[config.mk]
export PLATFORM = sky130hd
export DESIGN_NAME = dcr_digitizer_regs
export DESIGN_NICKNAME = d
export VERILOG_FILES = /design/src/hw/dcr_pkg.sv /design/src/hw/dcr_capture.sv /design/src/hw/dcr_digitizer_regs.sv /design/src/hw/dcr_sync3.sv
export SDC_FILE = /design/constraint.sdc
export NUM_CORES = 1
export LEC_CHECK = 0
export ABC_AREA = 1
export BUFFER_PORTS_ARGS = -buffer_cell sky130_fd_sc_hd__buf_2
export CAP_MARGIN = 20
export CORE_UTILIZATION = 51
export DETAILED_ROUTE_END_ITERATION = 8
export GPL_TIMING_DRIVEN = 0
export PLACE_DENSITY_LB_ADDON = 0.1
export SYNTH_ARGS = -nofsm -noshare
export SYNTH_HDL_FRONTEND = slang
export SYNTH_SLANG_ARGS = --single-unit
export TNS_END_PERCENT = 20
[constraint.sdc]
create_clock -name CLOCK -period 4.7 [get_ports CLOCK]
set_input_delay 0.705 -clock CLOCK [delete_from_list [all_inputs] [get_ports CLOCK]]
set_output_delay 0.705 -clock CLOCK [all_outputs]
set_load 0.01 [all_outputs]
[src/hw/dcr_pkg.sv]
// constants, field layout and carrier types of the digitizer register group
// assumes one sampling clock domain; serial bus and sync pins are asynchronous

package dcr_pkg;

	// ------------------------------------------------------------
	// subaddresses
	// ------------------------------------------------------------
	localparam logic [7:0] REG_PLL_CONTROL = 8'h0F;
	localparam logic [7:0] REG_BANK_FIRST = 8'h20;
	localparam logic [7:0] REG_BANK_LAST = 8'h31;
	localparam logic [7:0] REG_CH1_READBACK = 8'h32;
	localparam logic [7:0] REG_CH2_READBACK = 8'h33;
	localparam logic [7:0] REG_CH3_READBACK = 8'h34;
	localparam logic [7:0] REG_OUTPUT_FORMAT = 8'h40;

	// ------------------------------------------------------------
	// index into the contiguous control bank
	// ------------------------------------------------------------
	localparam int BANK_SIZE = 18;
	localparam int IDX_CLAMP_CONTROL = 0;
	localparam int IDX_BEGIN_LOW = 1;
	localparam int IDX_BEGIN_HIGH = 2;
	localparam int IDX_END_LOW = 3;
	localparam int IDX_END_HIGH = 4;
	localparam int IDX_CHAN_FIRST = 5;
	localparam int IDX_CHAN_STRIDE = 3;
	localparam int IDX_TRAP_LOW = 14;
	localparam int IDX_TRAP_HIGH = 15;
	localparam int IDX_POWER_DOWN = 16;
	localparam int IDX_AUX = 17;

	localparam logic [7:0] BANK_RESET [BANK_SIZE] = '{
		8'h2A, 8'h02, 8'h00, 8'h40, 8'h00,
		8'h80, 8'h20, 8'h10, 8'h80, 8'h20, 8'h10, 8'h80, 8'h20, 8'h10,
		8'h04, 8'h00, 8'h00, 8'h00};
	localparam logic [7:0] BANK_MASK [BANK_SIZE] = '{
		8'h7F, 8'hFF, 8'h0F, 8'hFF, 8'h0F,
		8'hFF, 8'h3F, 8'h1F, 8'hFF, 8'h3F, 8'h1F, 8'hFF, 8'h3F, 8'h1F,
		8'hFF, 8'h0F, 8'h17, 8'h1F};
	localparam logic [7:0] PLL_CONTROL_RESET = 8'h00;
	localparam logic [7:0] PLL_CONTROL_MASK = 8'h10;
	localparam logic [7:0] OUTPUT_FORMAT_RESET = 8'h00;
	localparam logic [7:0] OUTPUT_FORMAT_MASK = 8'h0F;

	// ------------------------------------------------------------
	// field positions
	// ------------------------------------------------------------
	localparam int CLAMP_SOURCE_BIT = 6;
	localparam int CLAMP_ENABLE_BIT1 = 5;
	localparam int CLAMP_RANGE_BIT1 = 4;
	localparam int CLAMP_ENABLE_BIT2 = 3;
	localparam int CLAMP_RANGE_BIT2 = 2;
	localparam int CLAMP_ENABLE_BIT3 = 1;
	localparam int CLAMP_RANGE_BIT3 = 0;
	localparam int GLOBAL_PD_BIT = 4;
	localparam int REFERENCE_PD_BIT = 2;
	localparam int BANDGAP_PD_BIT = 1;
	localparam int OSC_DISABLE_BIT = 0;
	localparam int CSYNC_DISABLE_BIT = 4;
	localparam int CONV_CLK_SELECT_BIT = 4;
	localparam int SYNC_MODE_BIT = 3;
	localparam int SYNC_POLARITY_BIT = 2;

	localparam logic [1:0] FMT_24_PARALLEL = 2'h0;
	localparam logic [1:0] FMT_16_422 = 2'h1;
	localparam logic [1:0] FMT_48_INTERLEAVED = 2'h2;
	localparam logic [1:0] FMT_48_PARALLEL = 2'h3;

	// ------------------------------------------------------------
	// timing
	// ------------------------------------------------------------
	localparam logic [11:0] FEEDBACK_TERM_COUNT = 12'h320;
	localparam logic [11:0] PIXEL_COUNT_MAX = 12'hFFF;
	localparam logic [6:0] DEVICE_ADDRESS_HIGH = 7'h2C; // arbitrary value

	// ------------------------------------------------------------
	// types
	// ------------------------------------------------------------
	typedef struct packed {
		logic [7:0] ch1;
		logic [7:0] ch2;
		logic [7:0] ch3;
	} dcr_pixel_s;

	typedef struct packed {
		logic [7:0] clamp_level;
		logic [5:0] gain_coarse;
		logic [4:0] gain_fine;
	} dcr_chan_cfg_s;

	typedef enum logic [3:0] {
		SER_IDLE, SER_ADDR, SER_ADDR_ACK, SER_SUB, SER_SUB_ACK,
		SER_WDATA, SER_WDATA_ACK, SER_RDATA, SER_RDATA_ACK
	} dcr_ser_state_e;

endpackage

[src/hw/dcr_capture.sv]
// load-enabled holding register for one trapped converter sample
// assumes load and d come from the sampling clock domain
`timescale 1ns/1ps

module dcr_capture #(
	parameter int W = 8
) (
	// clock and reset
	input wire logic clk,
	input wire logic rst,
	// load strobe and data
	input wire logic load,
	input wire logic [W-1:0] d,
	output logic [W-1:0] q
);
	logic [W-1:0] q_reg;

	always_ff @(posedge clk) begin
		if (rst) begin
			q_reg <= '0;
		end else if (load) begin
			q_reg <= d;
		end
	end

	assign q = q_reg;
endmodule

[src/hw/dcr_digitizer_regs.sv]
// control and status registers of the triple-channel digitizer
// assumes CLOCK is the sampling clock; serial bus and sync pins asynchronous
`timescale 1ns/1ps

module dcr_digitizer_regs (
	// clock and reset
	input wire logic CLOCK,
	input wire logic RST,
	// serial control bus, open drain data
	input wire logic SCL_IN,
	input wire logic SDA_IN,
	output logic SDA_OUT,
	output logic SDA_OE_N,
	input wire logic ADDR_SELECT,
	// sync and clamp pins
	input wire logic HS_IN,
	input wire logic EXT_CLAMP_IN,
	input wire logic CSYNC_SLICE_IN,
	// converter samples
	input wire dcr_pkg::dcr_pixel_s SAMPLE_IN,
	// analog front-end controls
	output logic CLAMP_PULSE,
	output logic [2:0] CLAMP_CHANNEL_ENABLE,
	output logic [2:0] CLAMP_MID_RANGE,
	output dcr_pkg::dcr_chan_cfg_s [2:0] CHAN_CFG,
	output logic GLOBAL_POWER_DOWN,
	output logic REFERENCE_POWER_DOWN,
	output logic BANDGAP_POWER_DOWN,
	output logic CONVERTER_CLOCK_SELECT,
	output logic SYNTH_CLOCK_OUT,
	// sync outputs
	output logic COMPOSITE_SYNC_OUT,
	output logic DISPLAY_HSYNC_OUT,
	// pixel output buses
	output dcr_pkg::dcr_pixel_s BUS_A,
	output dcr_pkg::dcr_pixel_s BUS_B,
	output logic BUS_A_OE_N,
	output logic BUS_B_OE_N,
	output logic DATA_OUTPUT_CLOCK
);
	import dcr_pkg::*;

	// ------------------------------------------------------------
	// pin synchronisers
	// ------------------------------------------------------------
	logic scl_s;
	logic sda_s;
	logic addr_sel_s;
	logic hs_s;
	logic ext_clamp_s;
	logic csync_s;

	dcr_sync3 #(.INIT(1'b1)) u_sync_scl (
		.clk(CLOCK), .rst(RST), .d(SCL_IN), .q(scl_s));
	dcr_sync3 #(.INIT(1'b1)) u_sync_sda (
		.clk(CLOCK), .rst(RST), .d(SDA_IN), .q(sda_s));
	dcr_sync3 #(.INIT(1'b0)) u_sync_asel (
		.clk(CLOCK), .rst(RST), .d(ADDR_SELECT), .q(addr_sel_s));
	dcr_sync3 #(.INIT(1'b0)) u_sync_hs (
		.clk(CLOCK), .rst(RST), .d(HS_IN), .q(hs_s));
	dcr_sync3 #(.INIT(1'b0)) u_sync_clp (
		.clk(CLOCK), .rst(RST), .d(EXT_CLAMP_IN), .q(ext_clamp_s));
	dcr_sync3 #(.INIT(1'b0)) u_sync_cs (
		.clk(CLOCK), .rst(RST), .d(CSYNC_SLICE_IN), .q(csync_s));

	// ------------------------------------------------------------
	// register storage
	// ------------------------------------------------------------
	logic [7:0] bank_reg [BANK_SIZE];
	logic [7:0] pll_ctrl_reg;
	logic [7:0] output_format_control_reg;
	logic [7:0] readback [3];

	logic wr_stb;
	logic [7:0] wr_data;
	logic [7:0] sub_reg;
	logic [7:0] rd_data;

	wire logic [4:0] bank_idx = 5'(sub_reg - REG_BANK_FIRST);
	wire logic in_bank = (sub_reg >= REG_BANK_FIRST) &&
		(sub_reg <= REG_BANK_LAST);
	wire logic wr_bank = wr_stb && in_bank;
	wire logic wr_pll = wr_stb && (sub_reg == REG_PLL_CONTROL);
	wire logic wr_ofm = wr_stb && (sub_reg == REG_OUTPUT_FORMAT);

	always_ff @(posedge CLOCK) begin
		if (RST) begin
			bank_reg <= BANK_RESET;
		end else if (wr_bank) begin
			bank_reg[bank_idx] <= wr_data & BANK_MASK[bank_idx];
		end
	end

	always_ff @(posedge CLOCK) begin
		if (RST) begin
			pll_ctrl_reg <= PLL_CONTROL_RESET;
			output_format_control_reg <= OUTPUT_FORMAT_RESET;
		end else begin
			if (wr_pll) begin
				pll_ctrl_reg <= wr_data & PLL_CONTROL_MASK;
			end
			if (wr_ofm) begin
				output_format_control_reg <= wr_data & OUTPUT_FORMAT_MASK;
			end
		end
	end

	// readback registers are read-only; writes to them are dropped
	always_comb begin
		if (sub_reg == REG_PLL_CONTROL) begin
			rd_data = pll_ctrl_reg;
		end else if (in_bank) begin
			rd_data = bank_reg[bank_idx];
		end else if (sub_reg == REG_CH1_READBACK) begin
			rd_data = readback[0];
		end else if (sub_reg == REG_CH2_READBACK) begin
			rd_data = readback[1];
		end else if (sub_reg == REG_CH3_READBACK) begin
			rd_data = readback[2];
		end else if (sub_reg == REG_OUTPUT_FORMAT) begin
			rd_data = output_format_control_reg;
		end else begin
			rd_data = 8'h00;
		end
	end

	// ------------------------------------------------------------
	// field decode
	// ------------------------------------------------------------
	wire logic [7:0] clamp_ctrl = bank_reg[IDX_CLAMP_CONTROL];
	wire logic [7:0] power_down_control = bank_reg[IDX_POWER_DOWN];
	wire logic [11:0] clamp_begin_count =
		{bank_reg[IDX_BEGIN_HIGH][3:0], bank_reg[IDX_BEGIN_LOW]};
	wire logic [11:0] clamp_end_count =
		{bank_reg[IDX_END_HIGH][3:0], bank_reg[IDX_END_LOW]};
	wire logic [11:0] sample_capture_position =
		{bank_reg[IDX_TRAP_HIGH][3:0], bank_reg[IDX_TRAP_LOW]};
	wire logic clamp_source_select = clamp_ctrl[CLAMP_SOURCE_BIT];
	wire logic global_power_down = power_down_control[GLOBAL_PD_BIT];
	wire logic oscillator_disable = power_down_control[OSC_DISABLE_BIT];
	wire logic composite_sync_disable =
		bank_reg[IDX_AUX][CSYNC_DISABLE_BIT];
	wire logic display_sync_mode = output_format_control_reg[SYNC_MODE_BIT];
	wire logic display_sync_polarity = output_format_control_reg[SYNC_POLARITY_BIT];
	wire logic [1:0] output_format_mode = output_format_control_reg[1:0];

	assign GLOBAL_POWER_DOWN = global_power_down;
	assign REFERENCE_POWER_DOWN = power_down_control[REFERENCE_PD_BIT];
	assign BANDGAP_POWER_DOWN = power_down_control[BANDGAP_PD_BIT];
	assign CONVERTER_CLOCK_SELECT =
		pll_ctrl_reg[CONV_CLK_SELECT_BIT];
	assign CLAMP_CHANNEL_ENABLE = {clamp_ctrl[CLAMP_ENABLE_BIT3],
		clamp_ctrl[CLAMP_ENABLE_BIT2], clamp_ctrl[CLAMP_ENABLE_BIT1]};
	assign CLAMP_MID_RANGE = {clamp_ctrl[CLAMP_RANGE_BIT3],
		clamp_ctrl[CLAMP_RANGE_BIT2], clamp_ctrl[CLAMP_RANGE_BIT1]};

	genvar gi;
	generate
		for (gi = 0; gi < 3; gi++) begin : g_chan
			localparam int BASE = IDX_CHAN_FIRST + gi * IDX_CHAN_STRIDE;
			assign CHAN_CFG[gi].clamp_level = bank_reg[BASE];
			assign CHAN_CFG[gi].gain_coarse = bank_reg[BASE + 1][5:0];
			assign CHAN_CFG[gi].gain_fine = bank_reg[BASE + 2][4:0];
		end
	endgenerate

	// ------------------------------------------------------------
	// serial control slave
	// ------------------------------------------------------------
	dcr_ser_state_e ser_state_reg;
	logic scl_prev_reg;
	logic sda_prev_reg;
	logic [3:0] bit_cnt_reg;
	logic [7:0] shift_reg;
	logic [7:0] tx_reg;
	logic ack_low_reg;
	logic nack_reg;
	logic read_dir_reg;
	logic wr_stb_reg;

	wire logic scl_rise = scl_s && !scl_prev_reg;
	wire logic scl_fall = !scl_s && scl_prev_reg;
	wire logic bus_start = scl_s && scl_prev_reg && sda_prev_reg && !sda_s;
	wire logic bus_stop = scl_s && scl_prev_reg && !sda_prev_reg && sda_s;
	wire logic byte_done = (bit_cnt_reg == 4'h8);
	wire logic [6:0] own_address =
		{DEVICE_ADDRESS_HIGH[6:1], addr_sel_s};

	always_ff @(posedge CLOCK) begin
		if (RST) begin
			scl_prev_reg <= 1'b1;
			sda_prev_reg <= 1'b1;
		end else begin
			scl_prev_reg <= scl_s;
			sda_prev_reg <= sda_s;
		end
	end

	always_ff @(posedge CLOCK) begin
		if (RST) begin
			ser_state_reg <= SER_IDLE;
			bit_cnt_reg <= 4'h0;
			shift_reg <= 8'h00;
			tx_reg <= 8'h00;
			ack_low_reg <= 1'b0;
			nack_reg <= 1'b0;
			read_dir_reg <= 1'b0;
			sub_reg <= 8'h00;
			wr_stb_reg <= 1'b0;
		end else begin
			wr_stb_reg <= 1'b0;
			if (bus_start) begin
				ser_state_reg <= SER_ADDR;
				bit_cnt_reg <= 4'h0;
				ack_low_reg <= 1'b0;
			end else if (bus_stop) begin
				ser_state_reg <= SER_IDLE;
				ack_low_reg <= 1'b0;
			end else if (scl_rise) begin
				if (ser_state_reg == SER_RDATA_ACK) begin
					nack_reg <= sda_s;
				end else begin
					shift_reg <= {shift_reg[6:0], sda_s};
					bit_cnt_reg <= bit_cnt_reg + 4'h1;
				end
			end else if (scl_fall) begin
				case (ser_state_reg)
				SER_ADDR: begin
					if (byte_done) begin
						// another device's address: stay off the bus
						if (shift_reg[7:1] == own_address) begin
							ser_state_reg <= SER_ADDR_ACK;
							ack_low_reg <= 1'b1;
							read_dir_reg <= shift_reg[0];
						end else begin
							ser_state_reg <= SER_IDLE;
						end
					end
				end
				SER_ADDR_ACK: begin
					ack_low_reg <= 1'b0;
					bit_cnt_reg <= 4'h0;
					if (read_dir_reg) begin
						tx_reg <= rd_data;
						ser_state_reg <= SER_RDATA;
					end else begin
						ser_state_reg <= SER_SUB;
					end
				end
				SER_SUB: begin
					if (byte_done) begin
						sub_reg <= shift_reg;
						ack_low_reg <= 1'b1;
						ser_state_reg <= SER_SUB_ACK;
					end
				end
				SER_SUB_ACK, SER_WDATA_ACK: begin
					ack_low_reg <= 1'b0;
					bit_cnt_reg <= 4'h0;
					if (ser_state_reg == SER_WDATA_ACK) begin
						sub_reg <= sub_reg + 8'h01;
					end
					ser_state_reg <= SER_WDATA;
				end
				SER_WDATA: begin
					if (byte_done) begin
						wr_stb_reg <= 1'b1;
						ack_low_reg <= 1'b1;
						ser_state_reg <= SER_WDATA_ACK;
					end
				end
				SER_RDATA: begin
					if (byte_done) begin
						sub_reg <= sub_reg + 8'h01;
						ser_state_reg <= SER_RDATA_ACK;
					end else begin
						tx_reg <= {tx_reg[6:0], 1'b0};
					end
				end
				SER_RDATA_ACK: begin
					// master nack ends the read burst
					if (nack_reg) begin
						ser_state_reg <= SER_IDLE;
					end else begin
						tx_reg <= rd_data;
						bit_cnt_reg <= 4'h0;
						ser_state_reg <= SER_RDATA;
					end
				end
				default: ser_state_reg <= SER_IDLE;
				endcase
			end
		end
	end

	assign wr_stb = wr_stb_reg;
	assign wr_data = shift_reg;
	assign SDA_OUT = 1'b0;
	assign SDA_OE_N = !(ack_low_reg ||
		((ser_state_reg == SER_RDATA) && !tx_reg[7]));

	// ------------------------------------------------------------
	// line counter, clamp window and pixel trap
	// ------------------------------------------------------------
	logic hs_prev_reg;
	logic [11:0] pix_cnt_reg;
	logic clamp_pulse_reg;

	wire logic hs_edge = hs_s && !hs_prev_reg;
	wire logic internal_clamp = (pix_cnt_reg >= clamp_begin_count) &&
		(pix_cnt_reg < clamp_end_count);
	// external source overrides the window counts completely
	wire logic clamp_next =
		clamp_source_select ? ext_clamp_s : internal_clamp;
	wire logic trap_hit = !global_power_down &&
		(pix_cnt_reg == sample_capture_position);

	always_ff @(posedge CLOCK) begin
		if (RST) begin
			hs_prev_reg <= 1'b0;
			pix_cnt_reg <= PIXEL_COUNT_MAX;
			clamp_pulse_reg <= 1'b0;
		end else begin
			hs_prev_reg <= hs_s;
			// saturate so a missing sync cannot re-trap the line
			if (hs_edge) begin
				pix_cnt_reg <= 12'h000;
			end else if (pix_cnt_reg != PIXEL_COUNT_MAX) begin
				pix_cnt_reg <= pix_cnt_reg + 12'h001;
			end
			clamp_pulse_reg <= clamp_next;
		end
	end

	assign CLAMP_PULSE = clamp_pulse_reg;

	wire logic [7:0] sample_lane [3] =
		'{SAMPLE_IN.ch1, SAMPLE_IN.ch2, SAMPLE_IN.ch3};

	generate
		for (gi = 0; gi < 3; gi++) begin : g_trap
			dcr_capture #(.W(8)) u_cap (
				.clk(CLOCK),
				.rst(RST),
				.load(trap_hit),
				.d(sample_lane[gi]),
				.q(readback[gi])
			);
		end
	endgenerate

	// ------------------------------------------------------------
	// oscillator model, composite and display sync
	// ------------------------------------------------------------
	logic [11:0] fb_cnt_reg;
	logic fb_pulse_reg;
	logic synth_clk_reg;
	logic hs_dly_reg;
	logic dhs_reg;
	logic csync_reg;

	always_ff @(posedge CLOCK) begin
		if (RST) begin
			fb_cnt_reg <= 12'h000;
			fb_pulse_reg <= 1'b0;
			synth_clk_reg <= 1'b0;
		end else if (oscillator_disable) begin
			fb_cnt_reg <= 12'h000;
			fb_pulse_reg <= 1'b0;
			synth_clk_reg <= 1'b0;
		end else begin
			// runs whatever the converter clock select says
			synth_clk_reg <= !synth_clk_reg;
			fb_pulse_reg <= (fb_cnt_reg == FEEDBACK_TERM_COUNT - 12'h001);
			if (fb_cnt_reg == FEEDBACK_TERM_COUNT - 12'h001) begin
				fb_cnt_reg <= 12'h000;
			end else begin
				fb_cnt_reg <= fb_cnt_reg + 12'h001;
			end
		end
	end

	wire logic dhs_src = display_sync_mode ? hs_dly_reg : fb_pulse_reg;

	always_ff @(posedge CLOCK) begin
		if (RST) begin
			hs_dly_reg <= 1'b0;
			dhs_reg <= 1'b0;
			csync_reg <= 1'b0;
		end else begin
			// one stage matches the formatter register on the data
			hs_dly_reg <= hs_s;
			dhs_reg <= dhs_src ^ display_sync_polarity;
			csync_reg <= csync_s && !composite_sync_disable &&
				!clamp_ctrl[CLAMP_RANGE_BIT1];
		end
	end

	assign SYNTH_CLOCK_OUT = synth_clk_reg;
	assign DISPLAY_HSYNC_OUT = dhs_reg;
	assign COMPOSITE_SYNC_OUT = csync_reg;

	// ------------------------------------------------------------
	// output formatter
	// ------------------------------------------------------------
	dcr_pixel_s bus_a_reg;
	dcr_pixel_s bus_b_reg;
	dcr_pixel_s prev_pix_reg;
	logic phase_reg;
	logic dclk_reg;

	wire logic half_rate = output_format_mode[1];
	wire dcr_pixel_s pix_422 = '{ch1: SAMPLE_IN.ch1,
		ch2: phase_reg ? SAMPLE_IN.ch3 : SAMPLE_IN.ch2, ch3: 8'h00};

	always_ff @(posedge CLOCK) begin
		if (RST) begin
			phase_reg <= 1'b0;
			dclk_reg <= 1'b1;
		end else begin
			phase_reg <= hs_edge ? 1'b0 : !phase_reg;
			dclk_reg <= half_rate ? phase_reg : 1'b1;
		end
	end

	// power-down freezes the buses at their last values
	always_ff @(posedge CLOCK) begin
		if (RST) begin
			bus_a_reg <= '0;
			bus_b_reg <= '0;
			prev_pix_reg <= '0;
		end else if (!global_power_down) begin
			prev_pix_reg <= SAMPLE_IN;
			case (output_format_mode)
			FMT_24_PARALLEL: bus_a_reg <= SAMPLE_IN;
			FMT_16_422: bus_a_reg <= pix_422;
			FMT_48_INTERLEAVED: begin
				if (phase_reg) begin
					bus_b_reg <= SAMPLE_IN;
				end else begin
					bus_a_reg <= SAMPLE_IN;
				end
			end
			default: begin
				if (phase_reg) begin
					bus_a_reg <= prev_pix_reg;
					bus_b_reg <= SAMPLE_IN;
				end
			end
			endcase
		end
	end

	assign BUS_A = bus_a_reg;
	assign BUS_B = bus_b_reg;
	assign BUS_A_OE_N = global_power_down;
	assign BUS_B_OE_N = !half_rate || global_power_down;
	assign DATA_OUTPUT_CLOCK = dclk_reg;
endmodule

[src/hw/dcr_sync3.sv]
// three-stage pin synchroniser with agreement filter
// assumes d is asynchronous to clk; q changes only when stages 2 and 3 agree
`timescale 1ns/1ps

module dcr_sync3 #(
	parameter logic INIT = 1'b0
) (
	// clock and reset
	input wire logic clk,
	input wire logic rst,
	// pin and filtered level
	input wire logic d,
	output logic q
);
	logic s1_reg;
	logic s2_reg;
	logic s3_reg;
	logic q_reg;

	always_ff @(posedge clk) begin
		if (rst) begin
			s1_reg <= INIT;
			s2_reg <= INIT;
			s3_reg <= INIT;
			q_reg <= INIT;
		end else begin
			s1_reg <= d;
			s2_reg <= s1_reg;
			s3_reg <= s2_reg;
			if (s2_reg == s3_reg) begin
				q_reg <= s3_reg;
			end
		end
	end

	assign q = q_reg;
endmodule

==> results.py, run 1 <==
metrics = {
    "outcome": {
        "status": "complete, no violations",
    },
    "critical_path": {
        "rrSetupSlack_ns": 0.41,
        "reg2regPathDepth": 12,
        "path_buf_inv": 6,
        "crit_family": "buffers and inverters",
        "max_stage_delay_ns": 0.68,
        "slowest_stage": "clkbuf_1",
        "critPathCaptureType": "flip-flop",
        "worstPathRequired_ns": 5.08,
        "path_cells": "inv_1 > clkbuf_1 > buf_1 > ha_1 > inv_1 > nor2_1 > a21oi_1 > o21ai_0 > a21oi_1 > inv_1 > clkbuf_1 > a21oi_1",
        "r2r-end": "bank_reg[116]",
        "timing.rr.start": "sub_reg[0]",
        "crit_type": "reg2reg",
        "start_kind": "flip-flop",
        "arrival_ns": 4.67,
        "cp_max_fo": 13,
    },
    "logic_synthesis": {
        "synthFlopType": "dfxtp_1",
        "synth-edff-count": 0,
        "ys_types": 57,
        "yosysSeqAreaShare_pct": 42.5,
        "async_reset_ff_share_pct": 0,
        "ys_seq_elements": 339,
        "syn_nets": 2279,
        "syn_avg_cell_area_um2": 7.21,
        "netlist_area_um2": 16000,
        "syn_inst": 2213,
        "yosysWarnings": 0,
    },
    "cts": {
        "cts_setup_buffers": 0,
        "cts_tree": "yes",
        "cts_root_buf": "clkbuf_16",
        "cts_hold_buf": 0,
        "numCtsBuffers": 38,
        "cts-resized-gates": 0,
        "clock_latency_ns": 0.54,
        "cts_buffer_depth": 3,
        "htree_levels": 2,
        "clk_pin_slew_ns": 0.06,
        "cts.sinks": 339,
    },
    "placed_design": {
        "place_congestion": 0.989,
        "place_area_um2": 17200,
        "numPortBuffers": 153,
        "dp_hpwl_mm": 40.4,
    },
    "grt": {
        "grtUsageTotal_pct": 34.5,
        "antenna_found_initial": 1,
        "grt_pass1_wl_mm": 83.5,
        "grt_max_degree": 14,
        "grt_overflow": 0,
        "grt_pass1_vias": 14600,
    },
    "finish": {
        "drive_gt1_share_pct": 13.8,
        "design_area_um2": 18400,
        "final_common_cell": "dfxtp_1",
        "mostFrequentLayoutCells": "dfxtp_1 (339), nor2_1 (318), nand2_1 (313)",
        "nets": 2472,
        "largest_reg_flops": 71,
        "areaGrowthSynthToFinish_pct": 15.4,
    },
    "routing": {
        "vias": 16200,
        "wire_per_inst_um": 19.7,
        "drt_iter0_markers": 1706,
        "antenna_left": 0,
        "drt-vias-per-instance": 5.72,
        "drcViolationCount": 0,
        "finalWirelength_mm": 55.6,
        "first_pass_iters": 5,
    },
    "floorplan": {
        "ios": 156,
        "start_util_pct": 52.0,
        "num_rows": 64,
        "dieArea_um2": 32000,
        "die_w_um": 179,
        "coreArea_um2": 30700,
        "die_height_um": 179,
    },
    "worst_hold_path": {
        "holdCritPathClass": "in2reg",
        "min_to": "u_sync_sda.s1_reg",
        "min_from": "SDA_IN",
        "hold_depth": 2,
    },
    "timing": {
        "fin_hold_ws_ns": 0.354,
        "finalSetupViolations": 0,
        "maxSlewViolCount": 0,
        "finalCriticalPeriod_ns": 4.29,
        "post-route-period-util_pct": 91.3,
        "fin_skew_ns": 0.0131,
        "slew_headroom_pct": 21.2,
        "tightest_slew_ns": 1.18,
        "finalHoldViolCount": 0,
        "fin_tns_setup_ns": 0,
        "grt_setup_unrepaired": "false",
        "max_freq_mhz": 233,
    },
    "run": {
        "maxCapViolations": 0,
    },
    "power_and_ir_drop": {
        "power_leakage_nw": 8.27,
        "total_power_w": 0.00650,
        "power_density_nw_per_um2": 353,
        "vdd_drop_max_mv": 0.287,
    },
}
## synthesized netlist by cell type (2+ instances only)
cell type	n	area, um^2
clkinv_1	5	18.8
inv_2	3	11.3
buf_1	6	22.5
nor2_4	6	67.6
buf_4	77	578
a31oi_1	5	31.3
clkbuf_1	86	323
nor2_2	7	43.8
a22oi_1	2	15.0
o31ai_1	5	37.5
nor2_1	318	1190
xor2_1	2	17.5
nand3_1	81	405
ha_1	34	425
inv_1	230	863
buf_6	2	22.5
nand2_2	2	12.5
a211oi_1	45	338
o21a_1	2	15.0
nand2_4	3	33.8
xnor2_1	8	70.1
nand4_1	10	62.6
o211ai_1	10	75.1
nand2_1	313	1170
buf_2	7	35.0
or2_2	7	43.8
o221ai_1	5	43.8
o21ai_1	3	15.0
nor3_1	19	95.1
dfxtp_1	339	6790
nor3b_1	7	52.6
a21oi_1	213	1070
o22ai_1	13	81.3
nor4_1	7	43.8
o21ai_0	299	1500
nand3_4	3	52.6
a221oi_1	8	70.1
o311ai_0	2	17.5
## report_power, final
group          internal (W)  switching (W)
sequential          0.00294      0.0000825
combinational      0.000210       0.000376
clock               0.00167        0.00121
total               0.00483        0.00167
## cell families (layout without fill, tap and decap cells)
logic type / after synthesis / after routing / synth area share [%]
flip-flops: 339 / 339 / 42.5
other: 1 / 2 / 0.0235
XOR/XNOR: 10 / 10 / 0.549
adder cells (fa/ha/maj): 34 / 34 / 2.67
buffers and inverters: 419 / 635 / 11.9
AND/OR/NAND/NOR: 788 / 788 / 21.0
AO/OA/AOI/OAI: 621 / 621 / 21.2
multiplexers: 1 / 1 / 0.0628
## metal layers
| layer | vias up | GRT usage (%) | wire [um] |
|---|---|---|---|
| met1 | 7505 | 48.3 | 24300 |
| met4 | 0 | 15.3 | 2510 |
| li1 | 7627 | - | - |
| met5 | - | 0 | 0 |
| met2 | 849 | 51.9 | 23600 |
| met3 | 175 | 5.58 | 5270 |
## worst max-delay path by stage
stage / from / to / slack, ns / cells after the start
after detailed placement: sub_reg[0] / bank_reg[116] / 0.65 / 12
after global routing: sub_reg[0] / CHAN_CFG[9] / 0.33 / 12
after CTS: sub_reg[0] / bank_reg[116] / 0.63 / 12
after floorplan: sub_reg[0] / bank_reg[115] / 2.19 / 15
after global placement: sub_reg[0] / power_down_control[4] / 0.68 / 12
final: sub_reg[0] / bank_reg[116] / 0.41 / 12
## final cells by class
cell class / count / area [um^2]
well taps: 396 / 495
fillers: 2931 / 12300
clock buffers: 53 / 1090
plain buffers: 180 / 1000
multi-input cells: 1455 / 7260
diodes: 1 / 2.50
repair buffers: 153 / 766
inverters: 239 / 902
clock inverters: 10 / 104
flip-flops and latches: 339 / 6790
## metrics by stage
stage / std cells / utilization, % / setup slack, ns
after detailed placement: 2762 / 56.1 / 0.655
after CTS: 2825 / 60.0 / 0.628
after floorplan: 2213 / - / 2.19
final: 2826 / 60.0 / 0.411
after global placement: 2762 / 56.1 / 0.684
after global routing: 2825 / 60.0 / 0.333
(Power assumes the default switching activity.)
==> inputs of run 2 (changes only) <==
--- a/config.mk
+++ b/config.mk
@@ -14,2 +14,3 @@
 export PLACE_DENSITY_LB_ADDON = 0.1
+export REMOVE_ABC_BUFFERS = 1
 export SYNTH_ARGS = -nofsm -noshare
--- a/constraint.sdc
+++ b/constraint.sdc
@@ -3,2 +3,2 @@
 set_output_delay 0.705 -clock CLOCK [all_outputs]
-set_load 0.01 [all_outputs]
+set_load 0.005 [all_outputs]
==> run 2 against run 1 <==
Count of clock-buffer cells in the layout up 2. Routed wire length down 21%. First-iteration DRC count down 37%. Combinational power down 7.7%. Critical path depth down 2. Largest power group unchanged. Core utilization down 2.3 points. Setup slack better by 0.13 ns. Clock skew about the same. Design area down 3.8%.
==> results.py, run 2 (same netlist as run 1, synthesis figures left out) <==
metrics = {
    "floorplan": {
        "ios": 156,
        "start_util_pct": 52.0,
        "die_height_um": 179,
        "die_w_um": 179,
        "num_rows": 64,
        "dieArea_um2": 32000,
        "coreArea_um2": 30700,
    },
    "power_and_ir_drop": {
        "power_frac_comb_pct": 8.4,
        "pwr-share-seq_pct": 47.1,
        "vdd_drop_max_mv": 0.276,
        "internal_power_w": 0.00483,
        "pwr-share-clk_pct": 44.5,
        "switching_share_pct": 25.0,
        "power_density_nw_per_um2": 363,
        "switchingPower_w": 0.00161,
        "power_leakage_nw": 7.84,
    },
    "finish": {
        "areaGrowthSynthToFinish_pct": 11.0,
        "nets": 2304,
        "final_common_cell": "dfxtp_1",
        "largest_reg_flops": 71,
        "mostFrequentLayoutCells": "dfxtp_1 (338), nor2_1 (316), nand2_1 (313)",
        "drive_gt1_share_pct": 12.0,
        "antenna_cells": 0,
        "fin_cells": 2660,
        "design_area_um2": 17700,
        "postLayoutCoreUtil_pct": 57.7,
    },
    "timing": {
        "fin_skew_ns": 0.0127,
        "grt_setup_unrepaired": "false",
        "fin_tns_setup_ns": 0,
        "slew_headroom_pct": 32.5,
        "finalSetupViolations": 0,
        "max_freq_mhz": 240,
        "fin_hold_ws_ns": 0.359,
        "maxSlewViolCount": 0,
        "post-route-period-util_pct": 88.5,
        "finalCriticalPeriod_ns": 4.16,
        "tightest_slew_ns": 1.01,
        "finalHoldViolCount": 0,
    },
    "run": {
        "maxCapViolations": 0,
    },
    "critical_path": {
        "r2r-end": "CHAN_CFG[4]",
        "start_kind": "flip-flop",
        "max_stage_delay_ns": 0.95,
        "reg2regPathDepth": 10,
        "cp_max_fo": 88,
        "arrival_ns": 4.60,
        "crit_type": "reg2reg",
        "worstPathRequired_ns": 5.14,
        "slowest_stage": "dfxtp_4",
        "timing.rr.start": "sub_reg[0]",
        "critPathCaptureType": "flip-flop",
        "path_cells": "inv_2 > buf_12 > ha_1 > inv_1 > nor2_1 > a21oi_1 > o21ai_0 > a21oi_1 > inv_1 > o211ai_1",
        "rrSetupSlack_ns": 0.54,
    },
    "routing": {
        "first_pass_iters": 5,
        "finalWirelength_mm": 44.2,
        "drt_iter0_markers": 1067,
        "drcViolationCount": 0,
        "vias": 14500,
        "antenna_left": 0,
        "wire_per_inst_um": 16.6,
        "drt-vias-per-instance": 5.44,
    },
    "cts": {
        "cts_tree": "yes",
        "cts_hold_buf": 0,
        "htree_levels": 2,
        "cts_root_buf": "clkbuf_16",
        "clock_latency_ns": 0.53,
        "cts_setup_buffers": 0,
        "numCtsBuffers": 38,
        "cts-resized-gates": 0,
        "clk_pin_slew_ns": 0.06,
        "cts_buffer_depth": 3,
        "cts.sinks": 339,
    },
    "grt": {
        "grt_pass1_vias": 13200,
        "antenna_found_initial": 0,
        "grtUsageTotal_pct": 27.6,
        "grt_pass1_wl_mm": 70.2,
        "grt_overflow": 0,
        "grt_max_degree": 108,
    },
    "placed_design": {
        "place_congestion": 0.888,
        "dp_hpwl_mm": 29.9,
        "dp.cells": 2594,
        "place_area_um2": 16500,
        "numPortBuffers": 154,
    },
    "outcome": {
        "status": "complete, no violations",
    },
    "worst_hold_path": {
        "min_from": "SDA_IN",
        "hold_depth": 2,
        "min_to": "u_sync_sda.s1_reg",
        "holdCritPathClass": "in2reg",
    },
}
run 2: cell types whose count changed in the layout (fill, tap and decap cells not counted), sizes merged:
cell / before / now
buf: 246 / 165
bufinv: 1 / 0
clkbuf: 140 / 55
clkinv: 14 / 15
diode: 1 / 0
inv: 233 / 234
run 2: power groups by stage:
stage	combinational (W)	sequential (W)	clock, W
after floorplan	0.000384	0.00306	0
after global placement	0.000516	0.00309	0
after detailed placement	0.000537	0.00309	0
after CTS	0.000540	0.00303	0.00290
after global routing	0.000622	0.00304	0.00303
final	0.000541	0.00303	0.00286
run 2: how the worst max path moves through the flow:
stage / slack [ns] / endpoint / depth (start not counted) / startpoint
2_1_floorplan: -0.04 / bank_reg[117] / 7 / sub_reg[0]
3_3_place_gp: -5.33 / BUS_B[8] / 6 / RST
3_5_place_dp: 0.64 / CHAN_CFG[4] / 10 / sub_reg[0]
4_1_cts: 0.62 / CHAN_CFG[4] / 10 / sub_reg[0]
5_1_grt: 0.30 / CHAN_CFG[9] / 10 / sub_reg[0]
6_report: 0.54 / CHAN_CFG[4] / 10 / sub_reg[0]
run 2: cell type report:
cell class	instances	area, um^2
well taps	396	495
fillers	2963	13000
flip-flops and latches	339	6790
multi-input cells	1455	7300
inverters	239	907
clock buffers	55	1140
clock inverters	11	61.3
repair buffers	165	1010
run 2: worst max-delay path: cells and delay by family, from the launching register on:
family / cells / cell delay, ns
compound gates: 4 / 1.14
simple gates: 1 / 0.13
flops: 1 / 0.95
fa+ha+maj: 1 / 0.26
buf+inv: 4 / 1.54
run 2: per-stage QoR:
stage                     setup slack (ns)  total power, W
after global placement               -5.33         0.00361
after CTS                            0.621         0.00647
after floorplan                    -0.0424         0.00344
final                                0.539         0.00643
after detailed placement             0.644         0.00363
after global routing                 0.300         0.00669
run 2: per-layer routing:
metal / GRT usage, % / up-vias / part of all wire [%]
li1: - / 7301 / -
met1: 36.8 / 6682 / 45
met2: 45.2 / 423 / 46
met3: 4.26 / 73 / 6.3
met4: 9.36 / 0 / 2.8
met5: 0 / - / 0
==> inputs of run 3 (changes only) <==
Settings changed: CORE_UTILIZATION 51 to 35, PLACE_DENSITY_LB_ADDON 0.1 to 0.15.
==> run 3 against run 2 <==
Design area grew 1.7%. Count of clock-buffer cells in the layout fell by 1. Critical path depth did not move. Global-route usage is 7.1 points lower. Clock power is 9.4% higher. Sequential power hardly changed. Clock skew about the same. Combinational power about the same. Power increased by 4.2%. Sequential cell count did not move.
==> results.py, run 3 (same netlist as run 1, synthesis figures left out) <==
metrics = {
    "outcome": {
        "status": "complete, no violations",
    },
    "floorplan": {
        "ios": 156,
        "num_rows": 77,
        "dieArea_um2": 46400,
        "coreArea_um2": 44600,
        "start_util_pct": 35.8,
        "die_height_um": 215,
        "die_w_um": 215,
    },
    "critical_path": {
        "reg2regPathDepth": 10,
        "max_stage_delay_ns": 0.97,
        "start_kind": "flip-flop",
        "path_cells": "inv_2 > buf_12 > ha_1 > inv_1 > nor2_1 > a21oi_1 > o21ai_0 > a21oi_1 > inv_1 > o211ai_1",
        "slowest_stage": "dfxtp_4",
        "cp_max_fo": 88,
        "arrival_ns": 4.70,
        "critPathCaptureType": "flip-flop",
        "cp-endpoint": "CHAN_CFG[4]",
        "timing.rr.start": "sub_reg[0]",
        "r2r-end": "CHAN_CFG[4]",
        "crit_type": "reg2reg",
        "worstPathRequired_ns": 5.17,
        "crit_start": "sub_reg[0]",
        "rrSetupSlack_ns": 0.46,
    },
    "cts": {
        "cts_setup_buffers": 0,
        "cts_hold_buf": 0,
        "numCtsBuffers": 40,
        "cts-resized-gates": 0,
        "cts_root_buf": "clkbuf_16",
        "cts.sinks": 339,
        "cts_buffer_depth": 3,
        "htree_levels": 2,
        "cts_tree": "yes",
        "clk_pin_slew_ns": 0.06,
        "clock_latency_ns": 0.56,
    },
    "grt": {
        "grt_pass1_wl_mm": 76.1,
        "grt_overflow": 0,
        "busiest_layer": "met2",
        "antenna_found_initial": 0,
        "grt_util_met2_pct": 33.4,
        "use_met3_pct": 3.79,
        "grtUsageTotal_pct": 20.5,
        "grtUsageMet1_pct": 27.7,
        "grt_pass1_vias": 13400,
        "grt_max_degree": 142,
    },
    "routing": {
        "drcViolationCount": 0,
        "drt-vias-per-instance": 5.04,
        "drt_iter0_markers": 1046,
        "wire_per_inst_um": 16.9,
        "antenna_left": 0,
        "first_pass_iters": 6,
        "vias": 14400,
        "finalWirelength_mm": 48.3,
    },
    "placed_design": {
        "dp.cells": 2788,
        "numPortBuffers": 154,
        "place_congestion": 0.858,
        "pre_cts_ws_ns": 0.679,
        "dp_hpwl_mm": 32.6,
    },
    "timing": {
        "slew_headroom_pct": 34.0,
        "finalSetupViolations": 0,
        "grt_setup_unrepaired": "false",
        "worst_slack_ns": 0.463,
        "tightest_slew_ns": 0.991,
        "post-route-period-util_pct": 90.2,
        "maxSlewViolCount": 0,
        "fin_skew_ns": 0.0128,
        "finalHoldViolCount": 0,
        "max_freq_mhz": 236,
        "finalCriticalPeriod_ns": 4.24,
    },
    "power_and_ir_drop": {
        "power_leakage_nw": 7.86,
        "vdd_drop_max_mv": 0.256,
        "power_density_nw_per_um2": 372,
    },
    "finish": {
        "mostFrequentLayoutCells": "dfxtp_1 (336), nor2_1 (317), nand2_1 (313)",
        "fin_cells": 2854,
        "fillers": 4640,
        "areaGrowthSynthToFinish_pct": 12.9,
        "drive_gt1_share_pct": 11.9,
        "regArea_um2": 6790,
        "antenna_cells": 0,
        "multi_input_area_um2": 7310,
        "nets": 2304,
        "final_common_cell": "dfxtp_1",
        "largest_reg_flops": 71,
    },
    "run": {
        "maxCapViolations": 0,
    },
    "worst_hold_path": {
        "hold_depth": 2,
        "holdCritPathClass": "in2reg",
    },
}
==> run 3: per-layer routing <==
layer | up-vias | wire, um
li1 | 7278 | -
met1 | 6665 | 22400
met2 | 353 | 22200
met3 | 74 | 2600
met4 | 0 | 1030
met5 | - | 0
==> run 3: how the worst min path moves through the flow <==
stage | start | endpoint | slack (ns)
global route | SCL_IN | u_sync_scl.s1_reg | 0.32
global placement | u_sync_cs.s1_reg | u_sync_cs.s2_reg | 0.39
finish | SCL_IN | u_sync_scl.s1_reg | 0.34
CTS | SCL_IN | u_sync_scl.s1_reg | 0.31
floorplan | u_sync_asel.s1_reg | u_sync_asel.s2_reg | 0.39
detailed placement | u_sync_clp.s1_reg | u_sync_clp.s2_reg | 0.40
==> run 3: area by class of cell <==
class | count | area share [%]
multi-input cells | 1455 | 40.6
flip-flops and latches | 339 | 37.7
clock inverters | 12 | 0.972
repair buffers | 163 | 5.36
well taps | 592 | 4.11
inverters | 239 | 5.04
clock buffers | 54 | 6.24
==> run 3: critical path: cells and delay by family (launching register included) <==
family | cells | cell delay, ns
adders and majority gates | 1 | 0.27
buffers and inverters | 4 | 1.51
and+or+nand+nor | 1 | 0.13
DFF | 1 | 0.97
AOI/OAI and AO/OA | 4 | 1.13
==> run 3: power by group <==
part	internal, W	switching, W	leakage, nW
combinational	0.000207	0.000337	4.47
clock	0.00189	0.00124	0.643
sequential	0.00294	0.0000908	2.75
total	0.00504	0.00167	7.86
==> run 3: through the flow <==
step / hold slack, ns / setup TNS, ns / total power, W / area [um^2] / util [%]
5_1_grt: 0.324 / 0 / 0.00699 / 18000 / 40.4
6_report: 0.340 / 0 / 0.00670 / 18000 / 40.4
2_1_floorplan: 0.388 / -0.0848 / 0.00344 / 15000 / -
4_1_cts: 0.310 / 0 / 0.00679 / 18000 / 40.4
3_3_place_gp: 0.395 / -986.97 / 0.00363 / 16500 / 36.9
3_5_place_dp: 0.396 / 0 / 0.00364 / 16700 / 37.5
